<file path="src/shared/csfl_pkg.sv">
// Purpose: shared constants and types for the cpu status flag block
// Assumes: 32-bit axi4-lite register access, 16-bit status word
// Notes:   register offsets are byte addresses
package csfl_pkg;
    // register byte offsets
    localparam logic [3:0]  OFS_STATUS  = 4'h0;
    localparam logic [3:0]  OFS_CORE    = 4'h4;
    localparam logic [3:0]  OFS_CTRL    = 4'h8;
    // status word field positions
    localparam int          BIT_C       = 0;
    localparam int          BIT_Z       = 1;
    localparam int          BIT_OV      = 2;
    localparam int          BIT_N       = 3;
    localparam int          BIT_RA      = 4;
    localparam int          BIT_IPL     = 5;
    localparam int          BIT_DC      = 8;
    // core control and config field positions
    localparam int          BIT_EXT     = 3;
    localparam int          BIT_NEST    = 15;
    // reset values
    localparam logic [15:0] RST_STATUS  = 16'h0000;
    localparam logic        RST_EXT     = 1'b0;
    localparam logic        RST_NEST    = 1'b0;
    // bus responses
    localparam logic [1:0]  RESP_OKAY   = 2'b00;
    localparam logic [1:0]  RESP_DECERR = 2'b11;

    // datapath operations that touch the flags
    typedef enum logic [2:0] {
        op_add   = 3'b000,
        op_addc  = 3'b001,
        op_sub   = 3'b010,
        op_subb  = 3'b011,
        op_logic = 3'b100
    } csfl_op_e;

    // flag update request from the instruction datapath
    typedef struct packed {
        logic        valid;
        csfl_op_e    op;
        logic        byte_mode;
        logic [15:0] a;
        logic [15:0] b;
    } csfl_req_s;

    // arithmetic result flags
    typedef struct packed {
        logic dc;
        logic n;
        logic ov;
        logic z;
        logic c;
    } csfl_flags_s;

    // byte-lane merge of a write into a 16-bit register
    function automatic logic [15:0] csfl_merge(input logic [15:0] old_v,
                                              input logic [31:0] wd,
                                              input logic [3:0]  ws);
        logic [15:0] r;
        r = old_v;
        if (ws[0]) begin
            r[7:0] = wd[7:0];
        end
        if (ws[1]) begin
            r[15:8] = wd[15:8];
        end
        return r;
    endfunction
endpackage

</file>
<file path="src/logic/csfl_flag_calc.sv">
// Purpose: combinational flag evaluation for add, subtract and logic results
// Assumes: operands are raw, subtraction computes a minus b
// Notes:   carry reads as not-borrow on subtraction
`timescale 1ns/100ps
module csfl_flag_calc
    import csfl_pkg::*;
(
    // request and current carry
    input  wire csfl_req_s   req,
    input  wire logic        c_in,
    // evaluated flags and result
    output csfl_flags_s      flags,
    output logic [15:0]      result
);
    logic [15:0] b_eff;   // inverted operand on subtract
    logic        cin;     // carry into bit 0
    logic        is_sub;  // subtract family
    logic [16:0] sum;     // full sum with carry out
    logic [4:0]  nib;     // low nibble sum
    logic [8:0]  lob;     // low byte sum
    logic        msb_a;   // sign of a at width
    logic        msb_b;   // sign of b_eff at width
    logic        msb_r;   // sign of result at width

    // flag evaluation
    always_comb begin
        is_sub = (req.op == op_sub) || (req.op == op_subb);
        b_eff  = is_sub ? ~req.b : req.b;
        unique case (req.op)
            op_add:   cin = 1'b0;
            op_sub:   cin = 1'b1;
            op_addc,
            op_subb:  cin = c_in;
            default:  cin = 1'b0;
        endcase
        sum    = {1'b0, req.a} + {1'b0, b_eff} + {16'h0000, cin};
        nib    = {1'b0, req.a[3:0]} + {1'b0, b_eff[3:0]} + {4'h0, cin};
        lob    = {1'b0, req.a[7:0]} + {1'b0, b_eff[7:0]} + {8'h00, cin};
        result = (req.op == op_logic) ? req.a : sum[15:0];
        msb_a  = req.byte_mode ? req.a[7] : req.a[15];
        msb_b  = req.byte_mode ? b_eff[7] : b_eff[15];
        msb_r  = req.byte_mode ? result[7] : result[15];
        flags.dc = req.byte_mode ? nib[4] : lob[8];
        flags.n  = msb_r;
        flags.ov = (msb_a == msb_b) && (msb_r != msb_a);
        flags.z  = req.byte_mode ? (result[7:0] == 8'h00) : (result == 16'h0000);
        flags.c  = req.byte_mode ? lob[8] : sum[16];
    end
endmodule

</file>
<file path="src/logic/csfl_status.sv">
// Purpose: cpu status word holding result flags, repeat status and priority bits
// Assumes: one 100 MHz clock, datapath requests are synchronous one-cycle strobes
// Notes:   hardware flag updates win over a software write in the same cycle
`timescale 1ns/100ps

// Function
// - half carry from bit 4 or 8
// - low priority bits binary, extension adds eight
// - repeat bit mirrors loop, not writable
// - negative flag follows result sign
// - overflow flag on signed sign wrap
// - nesting off locks low priority bits
// - full level is extension over low bits
// - carry and half carry act as inverted borrows (set when no borrow)
module csfl_status
    import csfl_pkg::*;
(
    // clock and reset
    input  wire logic        sys_clk,
    input  wire logic        sys_rst,
    // datapath side
    input  wire csfl_req_s   flag_req,
    input  wire logic        repeat_busy,
    input  wire logic        prio_ext_set,
    // status outputs
    output logic [15:0]      cpu_status_word,
    output logic [3:0]       cpu_priority_level,
    output logic             nesting_off_bit,
    // axi4-lite write address
    input  wire logic        s_axi_awvalid,
    output logic             s_axi_awready,
    input  wire logic [3:0]  s_axi_awaddr,
    // axi4-lite write data
    input  wire logic        s_axi_wvalid,
    output logic             s_axi_wready,
    input  wire logic [31:0] s_axi_wdata,
    input  wire logic [3:0]  s_axi_wstrb,
    // axi4-lite write response
    output logic             s_axi_bvalid,
    input  wire logic        s_axi_bready,
    output logic [1:0]       s_axi_bresp,
    // axi4-lite read address
    input  wire logic        s_axi_arvalid,
    output logic             s_axi_arready,
    input  wire logic [3:0]  s_axi_araddr,
    // axi4-lite read data
    output logic             s_axi_rvalid,
    input  wire logic        s_axi_rready,
    output logic [31:0]      s_axi_rdata,
    output logic [1:0]       s_axi_rresp
);
    // whole block state
    typedef struct packed {
        logic        dc;       // half_carry_flag
        logic [2:0]  ipl;      // cpu_priority_low_bits
        logic        ra;       // repeat_active_bit
        logic        n;        // negative
        logic        ov;       // sign_wrap_flag
        logic        z;        // zero
        logic        c;        // carry
        logic        ext;      // priority_extension_bit
        logic        nest;     // nesting_off_bit
        logic        aw_got;   // write address held
        logic [3:0]  awaddr;   // held write address
        logic        w_got;    // write data held
        logic [31:0] wdata;    // held write data
        logic [3:0]  wstrb;    // held byte enables
        logic        bvalid;   // response pending
        logic [1:0]  bresp;    // response code
        logic        rvalid;   // read data pending
        logic [31:0] rdata;    // read data
        logic [1:0]  rresp;    // read code
    } csfl_state_s;

    csfl_state_s st;       // registered state
    csfl_state_s next_st;  // next state
    csfl_flags_s fl;       // evaluated flags
    logic [15:0] sw_new;   // merged software write to status
    logic [15:0] cw_new;   // merged write to core or config
    logic        wr_go;    // write performed this cycle
    logic [15:0] stat_now; // assembled status word

    // flag evaluator
    csfl_flag_calc u_calc (
        .req    (flag_req),
        .c_in   (st.c),
        .flags  (fl),
        .result ()
    );

    // assemble the status word, unused bits read zero
    always_comb begin
        stat_now                        = 16'h0000;
        stat_now[BIT_DC]                = st.dc;
        stat_now[BIT_IPL+2:BIT_IPL]     = st.ipl;
        stat_now[BIT_RA]                = st.ra;
        stat_now[BIT_N]                 = st.n;
        stat_now[BIT_OV]                = st.ov;
        stat_now[BIT_Z]                 = st.z;
        stat_now[BIT_C]                 = st.c;
    end

    // next state
    always_comb begin
        next_st = st;
        sw_new  = csfl_merge(stat_now, st.wdata, st.wstrb);
        cw_new  = csfl_merge(16'h0000, st.wdata, st.wstrb);
        wr_go   = st.aw_got && st.w_got && !st.bvalid;
        // address and data channels taken in either order
        if (s_axi_awvalid && s_axi_awready) begin
            next_st.aw_got = 1'b1;
            next_st.awaddr = s_axi_awaddr;
        end
        if (s_axi_wvalid && s_axi_wready) begin
            next_st.w_got = 1'b1;
            next_st.wdata = s_axi_wdata;
            next_st.wstrb = s_axi_wstrb;
        end
        // perform the write once both halves are held
        if (wr_go) begin
            next_st.aw_got = 1'b0;
            next_st.w_got  = 1'b0;
            next_st.bvalid = 1'b1;
            next_st.bresp  = RESP_OKAY;
            unique case (st.awaddr)
                OFS_STATUS: begin
                    next_st.dc = sw_new[BIT_DC];
                    next_st.n  = sw_new[BIT_N];
                    next_st.ov = sw_new[BIT_OV];
                    next_st.z  = sw_new[BIT_Z];
                    next_st.c  = sw_new[BIT_C];
                    if (!st.nest) begin
                        next_st.ipl = sw_new[BIT_IPL+2:BIT_IPL];
                    end
                end
                OFS_CORE: begin
                    // extension bit is clear only from software
                    if (st.wstrb[0] && !cw_new[BIT_EXT]) begin
                        next_st.ext = 1'b0;
                    end
                end
                OFS_CTRL: begin
                    // only the upper byte lane reaches the nesting bit
                    if (st.wstrb[1]) begin
                        next_st.nest = cw_new[BIT_NEST];
                    end
                end
                default: begin
                    next_st.bresp = RESP_DECERR;
                end
            endcase
        end
        // response leaves on bready
        if (st.bvalid && s_axi_bready) begin
            next_st.bvalid = 1'b0;
        end
        // read capture
        if (s_axi_arvalid && s_axi_arready) begin
            next_st.rvalid = 1'b1;
            next_st.rresp  = RESP_OKAY;
            unique case (s_axi_araddr)
                OFS_STATUS: next_st.rdata = {16'h0000, stat_now};
                OFS_CORE:   next_st.rdata = {28'h0000000, st.ext, 3'h0};
                OFS_CTRL:   next_st.rdata = {16'h0000, st.nest, 15'h0000};
                default: begin
                    next_st.rdata = 32'h00000000;
                    next_st.rresp = RESP_DECERR;
                end
            endcase
        end else if (st.rvalid && s_axi_rready) begin
            next_st.rvalid = 1'b0;
        end
        // datapath flag update wins over the software write
        if (flag_req.valid) begin
            next_st.n = fl.n;
            next_st.z = fl.z;
            if (flag_req.op != op_logic) begin
                next_st.dc = fl.dc;
                next_st.ov = fl.ov;
                next_st.c  = fl.c;
            end
        end
        // repeat bit tracks the loop only
        next_st.ra = repeat_busy;
        // hardware set wins over a clear
        if (prio_ext_set) begin
            next_st.ext = 1'b1;
        end
    end

    // state register
    always_ff @(posedge sys_clk or posedge sys_rst) begin
        if (sys_rst) begin
            st        <= '0;
            st.dc     <= RST_STATUS[BIT_DC];
            st.ipl    <= RST_STATUS[BIT_IPL+2:BIT_IPL];
            st.ext    <= RST_EXT;
            st.nest   <= RST_NEST;
        end else begin
            st <= next_st;
        end
    end

    // outputs
    assign cpu_status_word    = stat_now;
    // binary level, plus eight when extended
    assign cpu_priority_level = {st.ext, st.ipl};
    assign nesting_off_bit    = st.nest;
    assign s_axi_awready      = !st.aw_got && !st.bvalid;
    assign s_axi_wready       = !st.w_got && !st.bvalid;
    assign s_axi_bvalid       = st.bvalid;
    assign s_axi_bresp        = st.bresp;
    assign s_axi_arready      = !st.rvalid;
    assign s_axi_rvalid       = st.rvalid;
    assign s_axi_rdata        = st.rdata;
    assign s_axi_rresp        = st.rresp;

    // helper sums for checks
    logic [8:0]  chk_lo;  // low byte add
    logic [15:0] chk_sum; // word add
    assign chk_lo  = {1'b0, flag_req.a[7:0]} + {1'b0, flag_req.b[7:0]};
    assign chk_sum = flag_req.a + flag_req.b;
endmodule

</file>
<file path="config.mk">
export PLATFORM = sky130hd
export DESIGN_NAME = csfl_status
export DESIGN_NICKNAME = d
export VERILOG_FILES = /design/src/shared/csfl_pkg.sv /design/src/logic/csfl_flag_calc.sv /design/src/logic/csfl_status.sv
export SDC_FILE = /design/constraint.sdc
export NUM_CORES = 1
export LEC_CHECK = 0
export ABC_CLOCK_PERIOD_IN_PS = 4050
export BUFFER_PORTS_ARGS = -buffer_cell sky130_fd_sc_hd__buf_4
export CORE_MARGIN = 5
export CORE_UTILIZATION = 48
export DETAILED_ROUTE_END_ITERATION = 6
export PLACE_DENSITY_LB_ADDON = 0.3
export RECOVER_POWER = 25
export SYNTH_ARGS = -nofsm -noshare
export SYNTH_HDL_FRONTEND = slang
export SYNTH_SLANG_ARGS = --single-unit
</file>
<file path="constraint.sdc">
create_clock -name sys_clk -period 4.05 [get_ports sys_clk]
set_input_delay 0.2025 -clock sys_clk [delete_from_list [all_inputs] [get_ports sys_clk]]
set_output_delay 0.2025 -clock sys_clk [all_outputs]
set_load 0.01 [all_outputs]
</file>
==> summary.md, run 1 <==
| Metric | Value |
|---|---|
| Status | `complete, but fails checks` |
| Failing checks | `max-capacitance violations, max-slew violations` |
| Critical Path Sink | `cpu_status_word[1]` |
| Post-synth top flop | `dfrtp_1` |
| Synthesized area | `3380 um^2` |
| First DRT Iteration DRCs | `87` |
| Remaining Overflow, GRT | `0` |
| H-tree depth | `2` |
| Critical path origin | `cpu_status_word[0]` |
| Via density | `5.19` |
| HPWL after DPL | `6200 um` |
| CP max-delay cell | `fa_1` |
| Final min period | `3.41 ns` |
| Rel. slew slack | `-45.2%` |
| Clock Latency Late Sink | `0.29 ns` |
| Worst Setup End Kind | `flop` |
| Ys async rst share | `100%` |
| Fillers | `632` |
| Critical Path Start Type | `flop` |
| Worst path cell trace | `mux2i_1, nor2_1, fa_1, fa_1, a211oi_1, o21bai_1, a311o_1, a21o_1, o311ai_1, a21oi_1, a211oi_2` |
| Final Max Tran Viols | `43` |
| Crit Path Class | `reg2reg` |
| RSZ-0062 raised after global routing | `no` |
| Largest stage delay, worst path | `0.48 ns` |
| Ant. Diodes | `0` |
| Max VDD drop | `0.235 mV` |
| R2R cell count | `11` |
| ANT nets after route | `0` |
| CORE AREA | `6830 um^2` |
| Drt wl/cell | `14.2 um` |
| Number of synthesized flops with an enable pin | `0` |
| Placer Congestion | `0.789` |
| Worst EP arrival | `3.61 ns` |
| Clock Path Buffers | `2` |
| Largest net degree at the start of global routing | `43` |
| CTS root buf | `clkbuf_8` |
| P_leak | `0.00186 uW` |
| Most frequent CP cell | `fa_1` |
| Max_cap viols | `1` |
| Port bufs | `97` |
| Power density cells | `441 nW/um^2` |
| Share of cells above drive strength 1 | `32.6%` |
| Setup ws final | `0.640 ns` |
| Setup Slack @ Placement | `0.603 ns` |
| Seq/Total Area, Yosys | `31.1%` |
| Finish-stage setup viols | `0` |
| Reg clk slew, reported paths | `0.08 ns` |
| Placed insts | `516` |
| Clock Sinks | `42` |
| Data required, critical path | `4.25 ns` |
| Initial antenna violation count | `0` |
| Area Growth Syn to Fin | `19.6%` |
| Num ports | `152` |
| Final Skew | `0.00975 ns` |
| Cell Rows | `30` |
| Reg-to-Reg Start | `cpu_status_word[0]` |
| DIE AREA | `8820 um^2` |
| Reg2reg end | `cpu_status_word[1]` |
| Die Span Y | `93.9 um` |
| DRC Markers | `0` |
| Yosys reg bits | `42` |
| Final non-filler cell total | `525` |
| Worst R2R Setup Slack | `0.64 ns` |
| Final setup TNS | `0 ns` |
| Slew @ Worst Pin | `2.18 ns` |
| Vias in the first global route | `2661` |
| Num CTS Buffers | `5` |
| Highest Clock Rate | `293 MHz` |
| Multi-input gate area in the final layout | `1960 um^2` |
| First-pass DRT Iterations | `4` |
| Tcrit/Tclk final | `84.2%` |
| Routed WL | `7470 um` |
| Synth warn | `0` |
| Initial Util | `49.5%` |
| Vias | `2724` |
| Mapped Cells | `358` |
| Die Width | `93.9 um` |
| GRT Resource Usage Total | `16.9%` |
| First-pass GRT wire length | `12100 um` |
| Hold Crit Class | `in2reg` |
| Distinct cells, synth | `58` |
| Register area | `1050 um^2` |
| CTS tree | `built` |
| Final hold vios | `0` |
| Post-CTS setup buffer count | `0` |
| Critical path fanouts, max | `6` |
| Fin nets | `535` |
| Average cell area after synthesis | `9.45 um^2` |
-- logic make-up after synthesis --
family | after synthesis | share of synthesized area [%]
AOI/OAI and AO/OA | 89 | 19.2
and+or+nand+nor | 85 | 13.1
buffers and inverters | 71 | 14.2
DFF | 42 | 31.1
muxes | 30 | 9.62
xor gates and xnor gates | 23 | 5.96
adders and majority gates | 17 | 6.73
other | 1 | 0.111
-- placed cells by master, fill, tap and decap left out, types with 6 or more instances in the layout --
| master | n |
|---|---|
| a22o_1 | 9 |
| ha_1 | 15 |
| a21oi_1 | 20 |
| o21ai_0 | 14 |
| conb_1 | 29 |
| a211oi_1 | 9 |
| nand3_1 | 7 |
| buf_4 | 98 |
| nor2_1 | 18 |
| xnor2_1 | 20 |
| clkbuf_8 | 6 |
| dfrtp_1 | 42 |
| mux2i_1 | 10 |
| mux2_2 | 20 |
| nand2_1 | 22 |
-- cells in the mapped netlist (9+ instances only) --
| cell | instances | area (um^2) |
|---|---|---|
| buf_4 | 56 | 420 |
| dfrtp_1 | 42 | 1050 |
| nand2_1 | 22 | 82.6 |
| a21oi_1 | 20 | 100 |
| mux2_2 | 20 | 225 |
| xnor2_1 | 20 | 175 |
| nor2_1 | 18 | 67.6 |
| ha_1 | 15 | 188 |
| o21ai_0 | 14 | 70.1 |
| mux2i_1 | 10 | 100 |
| a211oi_1 | 9 | 67.6 |
| a22o_1 | 9 | 78.8 |
-- flip-flops by register name, summed over array words and instances (netlist names) --
register and cells:
cpu_priority_level 4, cpu_status_word 6, nesting_off_bit 1, s_axi_bresp 1, s_axi_bvalid 1, s_axi_rdata 10, s_axi_rresp 1, s_axi_rvalid 1
st 17
-- worst max-delay path, delay by kind of cell, from the launching register on --
family                     cells  cell delay [ns]
AOI/OAI and AO/OA              7             1.75
adders and majority gates      2             0.90
DFF                            1             0.42
muxes                          1             0.16
and+or+nand+nor                1             0.08
-- how the worst min path moves through the flow --
stage               cells past startpoint  slack [ns]               endpoint         start
floorplan                               0        0.23     cpu_status_word[4]   repeat_busy
global placement                        1        0.32     cpu_status_word[4]   repeat_busy
detailed placement                      1        0.31     cpu_status_word[4]   repeat_busy
CTS                                     1       0.002     cpu_status_word[4]   repeat_busy
global route                            2        0.07           s_axi_bvalid  s_axi_bready
finish                                  2        0.08  cpu_priority_level[3]  prio_ext_set
-- cell type report --
class,count,share of cell area [%]
inverter,5,0.464
clock inverter,2,1.48
multi-input combinational,273,48.3
clock buffer,6,2.04
sequential,42,26.0
tap,96,2.97
timing repair buffer,101,18.7
-- repair_timing --
item | in CTS | in global routing
setup endpoints to repair | 0 | 0
hold buffers | 0 | 1
endpoints found under the hold margin | 0 | 1
resized for setup | 0 | 0
-- where the power goes --
group	internal (uW)	switching (uW)
registers	548	105
clock network	263	139
logic	376	354
-- stage by stage --
stage	utilization (%)	instance area (um^2)	total power, uW	hold slack, ns
after floorplan	-	3490	1210	0.234
final	59.2	4050	1780	0.0826
after global placement	57.0	3900	1370	0.316
after CTS	59.1	4040	1800	0.00219
after global routing	59.2	4050	1910	0.0741
after detailed placement	57.0	3900	1390	0.314
-- layer usage --
metal	wire [um]	vias up	track usage [%]
li1	-	1357	-
met1	3080	1265	20.7
met2	3700	94	29.3
met3	613	8	4.01
met4	77	0	5.29
met5	0	-	0
(Power assumes the default switching activity.)
==> run 2, diff against run 1 <==
Settings changed: ABC_CLOCK_PERIOD_IN_PS 4050 to 3500.
Clock period 4.05 ns to 3.5 ns, I/O delays scaled along.
==> run 2 against run 1 <==
  * The run still ends with max-capacitance violations, max-slew violations left
  * Critical path depth rose by 1
  * Worst setup slack worse by 0.37 ns
  * Final cell count unchanged
  * Utilization shrank 0.26 points
  * First-iteration DRC count grew 4.6%
  * Critical path type unchanged
  * Largest cell class unchanged
  * Highest routed layer unchanged
==> summary.md, run 2 (synthesized netlist as in run 1, its figures left out) <==
| Metric | Value |
|---|---|
| Status | `complete, but fails checks` |
| Failing checks | `max-capacitance violations, max-slew violations` |
| H-tree depth | `2` |
| Max VDD drop | `0.191 mV` |
| Ant. Diodes | `0` |
| Largest net degree at the start of global routing | `43` |
| Tcrit/Tclk final | `92.2%` |
| Critical path origin | `cpu_status_word[0]` |
| Vias | `2747` |
| Hold_sp | `s_axi_bready` |
| Clock Sinks | `42` |
| Worst path cell trace | `mux2i_1, nor2_1, fa_1, fa_1, a211oi_2, o21bai_1, a311o_1, a21o_1, a21oi_2, xor2_1, nand4_1, a211oi_2` |
| CORE AREA | `6830 um^2` |
| DRC Markers | `0` |
| Setup ws final | `0.273 ns` |
| Commonest non-fill, non-tap cell in the layout | `buf_4` |
| Max_cap viols | `1` |
| Data required, critical path | `3.69 ns` |
| P_leak | `0.00185 uW` |
| Area Growth Syn to Fin | `19.1%` |
| Clock Latency Late Sink | `0.28 ns` |
| Num ports | `152` |
| Die Span Y | `93.9 um` |
| Final non-filler cell total | `525` |
| Crit Path Class | `reg2reg` |
| GRT Resource Usage Total | `16.9%` |
| Fin nets | `536` |
| DIE AREA | `8820 um^2` |
| Hold Crit Class | `in2reg` |
| HPWL after DPL | `6190 um` |
| Routed WL | `7470 um` |
| Remaining Overflow, GRT | `0` |
| Num CTS Buffers | `5` |
| Commonest non-fill, non-tap cells in the layout | `buf_4 (99), dfrtp_1 (42), conb_1 (29)` |
| Power density cells | `490 nW/um^2` |
| First-pass DRT Iterations | `4` |
| Setup Slack @ Placement | `0.182 ns` |
| Reg clk slew, reported paths | `0.07 ns` |
| Port bufs | `97` |
| RSZ-0062 raised after global routing | `no` |
| Slew @ Worst Pin | `2.16 ns` |
| Final hold vios | `0` |
| CTS tree | `built` |
| Drt wl/cell | `14.2 um` |
| Max FFs per register | `17` |
| Reg-to-Reg Start | `cpu_status_word[0]` |
| Vias in the first global route | `2640` |
| Rel. slew slack | `-43.7%` |
| First DRT Iteration DRCs | `91` |
| Final Skew | `0.0103 ns` |
| Critical Path Start Type | `flop` |
| CTS root buf | `clkbuf_8` |
| Placed insts | `517` |
| Initial antenna violation count | `0` |
| CP max-delay cell | `fa_1` |
| Largest stage delay, worst path | `0.42 ns` |
| Share of cells above drive strength 1 | `32.9%` |
| Critical path fanouts, max | `4` |
| Finish-stage setup viols | `0` |
| Final setup TNS | `0 ns` |
| Final Max Tran Viols | `43` |
| Worst EP arrival | `3.41 ns` |
| Via density | `5.23` |
| Top reg by flops | `st` |
| Clock Path Buffers | `2` |
| Highest Clock Rate | `310 MHz` |
| Worst Setup End Kind | `flop` |
| Cell Rows | `30` |
| Placer Congestion | `0.865` |
| Final min period | `3.23 ns` |
| Post-CTS setup buffer count | `0` |
| First-pass GRT wire length | `12200 um` |
| ANT nets after route | `0` |
| Initial Util | `49.5%` |
| Die Width | `93.9 um` |
run 2: changes by cell type in the layout (fill, tap and decap cells not counted):
cell and change:
a211oi_1 -1, a211oi_2 +1, buf_4 +1, bufinv_16 -1
run 2: cell type report:
cell class	count	area (um^2)
well taps	96	120
clock inverters	1	30.0
flip-flops and latches	42	1050
clock buffers	6	82.6
multi-input cells	273	1960
fillers	633	2800
repair buffers	102	764
inverters	5	18.8
run 2: critical path, delay by kind of cell (launching register included):
kind / cells / cell delay [ns]
and+or+nand+nor: 2 / 0.18
xor gates and xnor gates: 1 / 0.15
AOI/OAI and AO/OA: 6 / 1.41
DFF: 1 / 0.41
adders and majority gates: 2 / 0.84
muxes: 1 / 0.14
run 2: worst paths after layout:
path | to | slack, ns | depth (start not counted)
max in group asynchronous | cpu_status_word[1] | 1.58 | 3
hold / removal | s_axi_bvalid | 0.06 | 2
setup / recovery | cpu_status_word[1] | 0.27 | 12
hold reg to reg | s_axi_rdata[3] | 0.49 | 2
setup reg to reg | cpu_status_word[1] | 0.27 | 12
min in group asynchronous | s_axi_bvalid | 0.68 | 3
run 2: metal layers:
metal  track usage (%)  vias to the layer above  wire length, um
met2              26.9                      110             3500
li1                  -                     1359                -
met5                 0                        -                0
met1              22.6                     1266             3210
met4              6.50                        0              167
met3              3.21                       12              589
run 2: repair_timing:
| action | CTS | global route |
|---|---|---|
| hold buffers | 1 | 0 |
| endpoints found under the hold margin | 1 | 0 |
| setup endpoints to repair | 0 | 1 |
| gates resized for setup | 0 | 1 |
run 2: power by group:
part           internal, uW  switching (uW)
Sequential              635             121
Clock                   228             147
Combinational           437             407
Total                  1300             675
run 2: metrics by stage:
stage | hold WS, ns | power (uW) | instance area, um^2 | util, %
5_1_grt | 0.0482 | 2120 | 4030 | 59.0
4_1_cts | 0.0294 | 2000 | 4030 | 58.9
3_5_place_dp | 0.290 | 1610 | 3900 | 57.1
2_1_floorplan | 0.206 | 1400 | 3490 | -
3_3_place_gp | 0.285 | 1590 | 3900 | 57.1
6_report | 0.0621 | 1980 | 4030 | 59.0
==> run 3, diff against run 2 <==
Settings changed: BUFFER_PORTS_ARGS -buffer_cell sky130_fd_sc_hd__buf_4 to -buffer_cell sky130_fd_sc_hd__buf_2.
==> run 3 against run 2 <==
  * The run still ends with max-capacitance violations, max-slew violations left
  * Cell area is 6.6% lower
  * Hold slack worse by 0.0090 ns
  * Global-route usage is 0.41 points lower
  * Via count is 0.66% higher
  * Worst setup slack worse by 0.029 ns
  * Clock skew is 0.0030 ns lower
  * Utilization is 3.9 points lower
  * Highest routed layer unchanged
  * Fmax is 0.90% lower
  * Total power is 6.9% lower
  * Routed wire length is 1.4% lower
==> summary.md, run 3 (synthesized netlist as in run 1, its figures left out) <==
| Metric | Value |
|---|---|
| Status | `complete, but fails checks` |
| Failing checks | `max-capacitance violations, max-slew violations` |
| Reg-to-Reg Start | `cpu_status_word[0]` |
| CTS root buf | `clkbuf_8` |
| Routed wl met2 | `3490 um` |
| Commonest non-fill, non-tap cells in the layout | `buf_2 (97), dfrtp_1 (42), conb_1 (29)` |
| Initial Util | `49.5%` |
| ANT nets after route | `0` |
| Clock Sinks | `42` |
| Final Core Density | `55.1%` |
| Tcrit/Tclk final | `93.0%` |
| Area Growth Syn to Fin | `11.3%` |
| Rel. slew slack | `-43.7%` |
| Worst path cell trace | `mux2i_1, nor2_1, fa_1, fa_1, a211oi_2, o21bai_1, a311o_1, a21o_1, a21oi_2, xor2_1, nand4_1, a211oi_2` |
| Largest net degree at the start of global routing | `43` |
| Clock Path Buffers | `2` |
| Fin nets | `536` |
| Fillers | `681` |
| Placer Congestion | `0.836` |
| DRC Markers | `0` |
| Data required, critical path | `3.69 ns` |
| DIE AREA | `8820 um^2` |
| Max_cap viols | `1` |
| Metal3 WL | `714 um` |
| R2R cell count | `12` |
| Levels on crit path | `12` |
| Final Max Tran Viols | `43` |
| Worst EP arrival | `3.45 ns` |
| Final Skew | `0.00732 ns` |
| Num CTS Buffers | `5` |
| First-pass DRT Iterations | `4` |
| Reg clk slew, reported paths | `0.07 ns` |
| Hold Crit Class | `in2reg` |
| Worst Path Buf+Inv | `0` |
| Initial antenna violation count | `0` |
| Worst Setup End Kind | `flop` |
| Via density | `5.26` |
| Crit Path Class | `reg2reg` |
| Clock Latency Late Sink | `0.29 ns` |
| Max VDD drop | `0.201 mV` |
| Die Span Y | `93.9 um` |
| Crit-path leading delay family | `compound AO/OA/AOI/OAI gates` |
| Die Width | `93.9 um` |
| Largest stage delay, worst path | `0.43 ns` |
| Final setup TNS | `0 ns` |
| GRT Resource Usage Total | `16.5%` |
| Met1 wire length | `3050 um` |
| Highest Clock Rate | `307 MHz` |
| Hold_sp | `s_axi_bready` |
| P_leak | `0.00178 uW` |
| RSZ-0062 raised after global routing | `no` |
| Cell Rows | `30` |
| Power density cells | `488 nW/um^2` |
| Remaining Overflow, GRT | `0` |
| Critical path fanouts, max | `4` |
| HPWL after DPL | `6090 um` |
| Commonest non-fill, non-tap cell in the layout | `buf_2` |
| Ant. Diodes | `0` |
| Vias | `2765` |
| CP max-delay cell | `fa_1` |
| Max FFs per register | `17` |
| First-pass GRT wire length | `11700 um` |
| CORE AREA | `6830 um^2` |
| Num ports | `152` |
| Post-CTS setup buffer count | `0` |
| Top reg by flops | `st` |
| Routed WL | `7370 um` |
| First DRT Iteration DRCs | `75` |
| H-tree depth | `2` |
| Port bufs | `97` |
| Slew @ Worst Pin | `2.16 ns` |
| Critical Path Start Type | `flop` |
| Final min period | `3.26 ns` |
| Vias in the first global route | `2632` |
| Critical path origin | `cpu_status_word[0]` |
| CTS tree | `built` |
| Drt wl/cell | `14.0 um` |
| Share of cells above drive strength 1 | `32.8%` |
| Final hold vios | `0` |
| Top Metal Used | `met4` |
| Finish-stage setup viols | `0` |
| Hold path depth | `2` |
-- run 3: final cells by class --
class / count / area (um^2) / area share (%)
Multi-Input combinational cell: 273 / 1960 / 52.1
Sequential cell: 42 / 1050 / 27.9
Timing Repair Buffer: 102 / 522 / 13.9
Tap cell: 96 / 120 / 3.19
Clock buffer: 7 / 86.3 / 2.29
Inverter: 5 / 18.8 / 0.499
Clock inverter: 1 / 5.00 / 0.133
-- run 3: final timing paths --
check | end | slack (ns)
worst min-delay path | s_axi_bvalid | 0.05
worst max-delay path | cpu_status_word[1] | 0.24
max in group asynchronous | st[44] | 1.60
min in group asynchronous | s_axi_bvalid | 0.66
worst max register to register | cpu_status_word[1] | 0.24
worst min register to register | s_axi_rdata[15] | 0.49
-- run 3: metal layers --
layer / vias up / global-route usage (%)
met1: 1267 / 21.6
met5: - / 0
met3: 12 / 3.04
met2: 126 / 27.3
met4: 0 / 5.54
li1: 1360 / -
-- run 3: repair_timing --
item                                    in CTS  in global routing
endpoints found under the hold margin        1                  0
resized for setup                            0                  1
hold buffers                                 1                  0
endpoints found under the setup margin       0                  1
-- run 3: power by group --
group          internal (uW)  switching (uW)  total (uW)  leakage (uW)
registers                635             114         749      0.000524
clock network            159             149         308     0.0000482
logic                    375             406         781       0.00121
-- run 3: metrics by stage --
step	setup slack, ns	cell area (um^2)	hold slack (ns)	power, uW	cells
2_1_floorplan	0.103	3490	0.206	1400	386
3_3_place_gp	0.219	3660	0.290	1520	517
3_5_place_dp	0.148	3660	0.285	1550	517
4_1_cts	0.147	3760	0.0118	1860	526
5_1_grt	0.00851	3760	0.0627	1990	526
6_report	0.244	3760	0.0531	1840	526
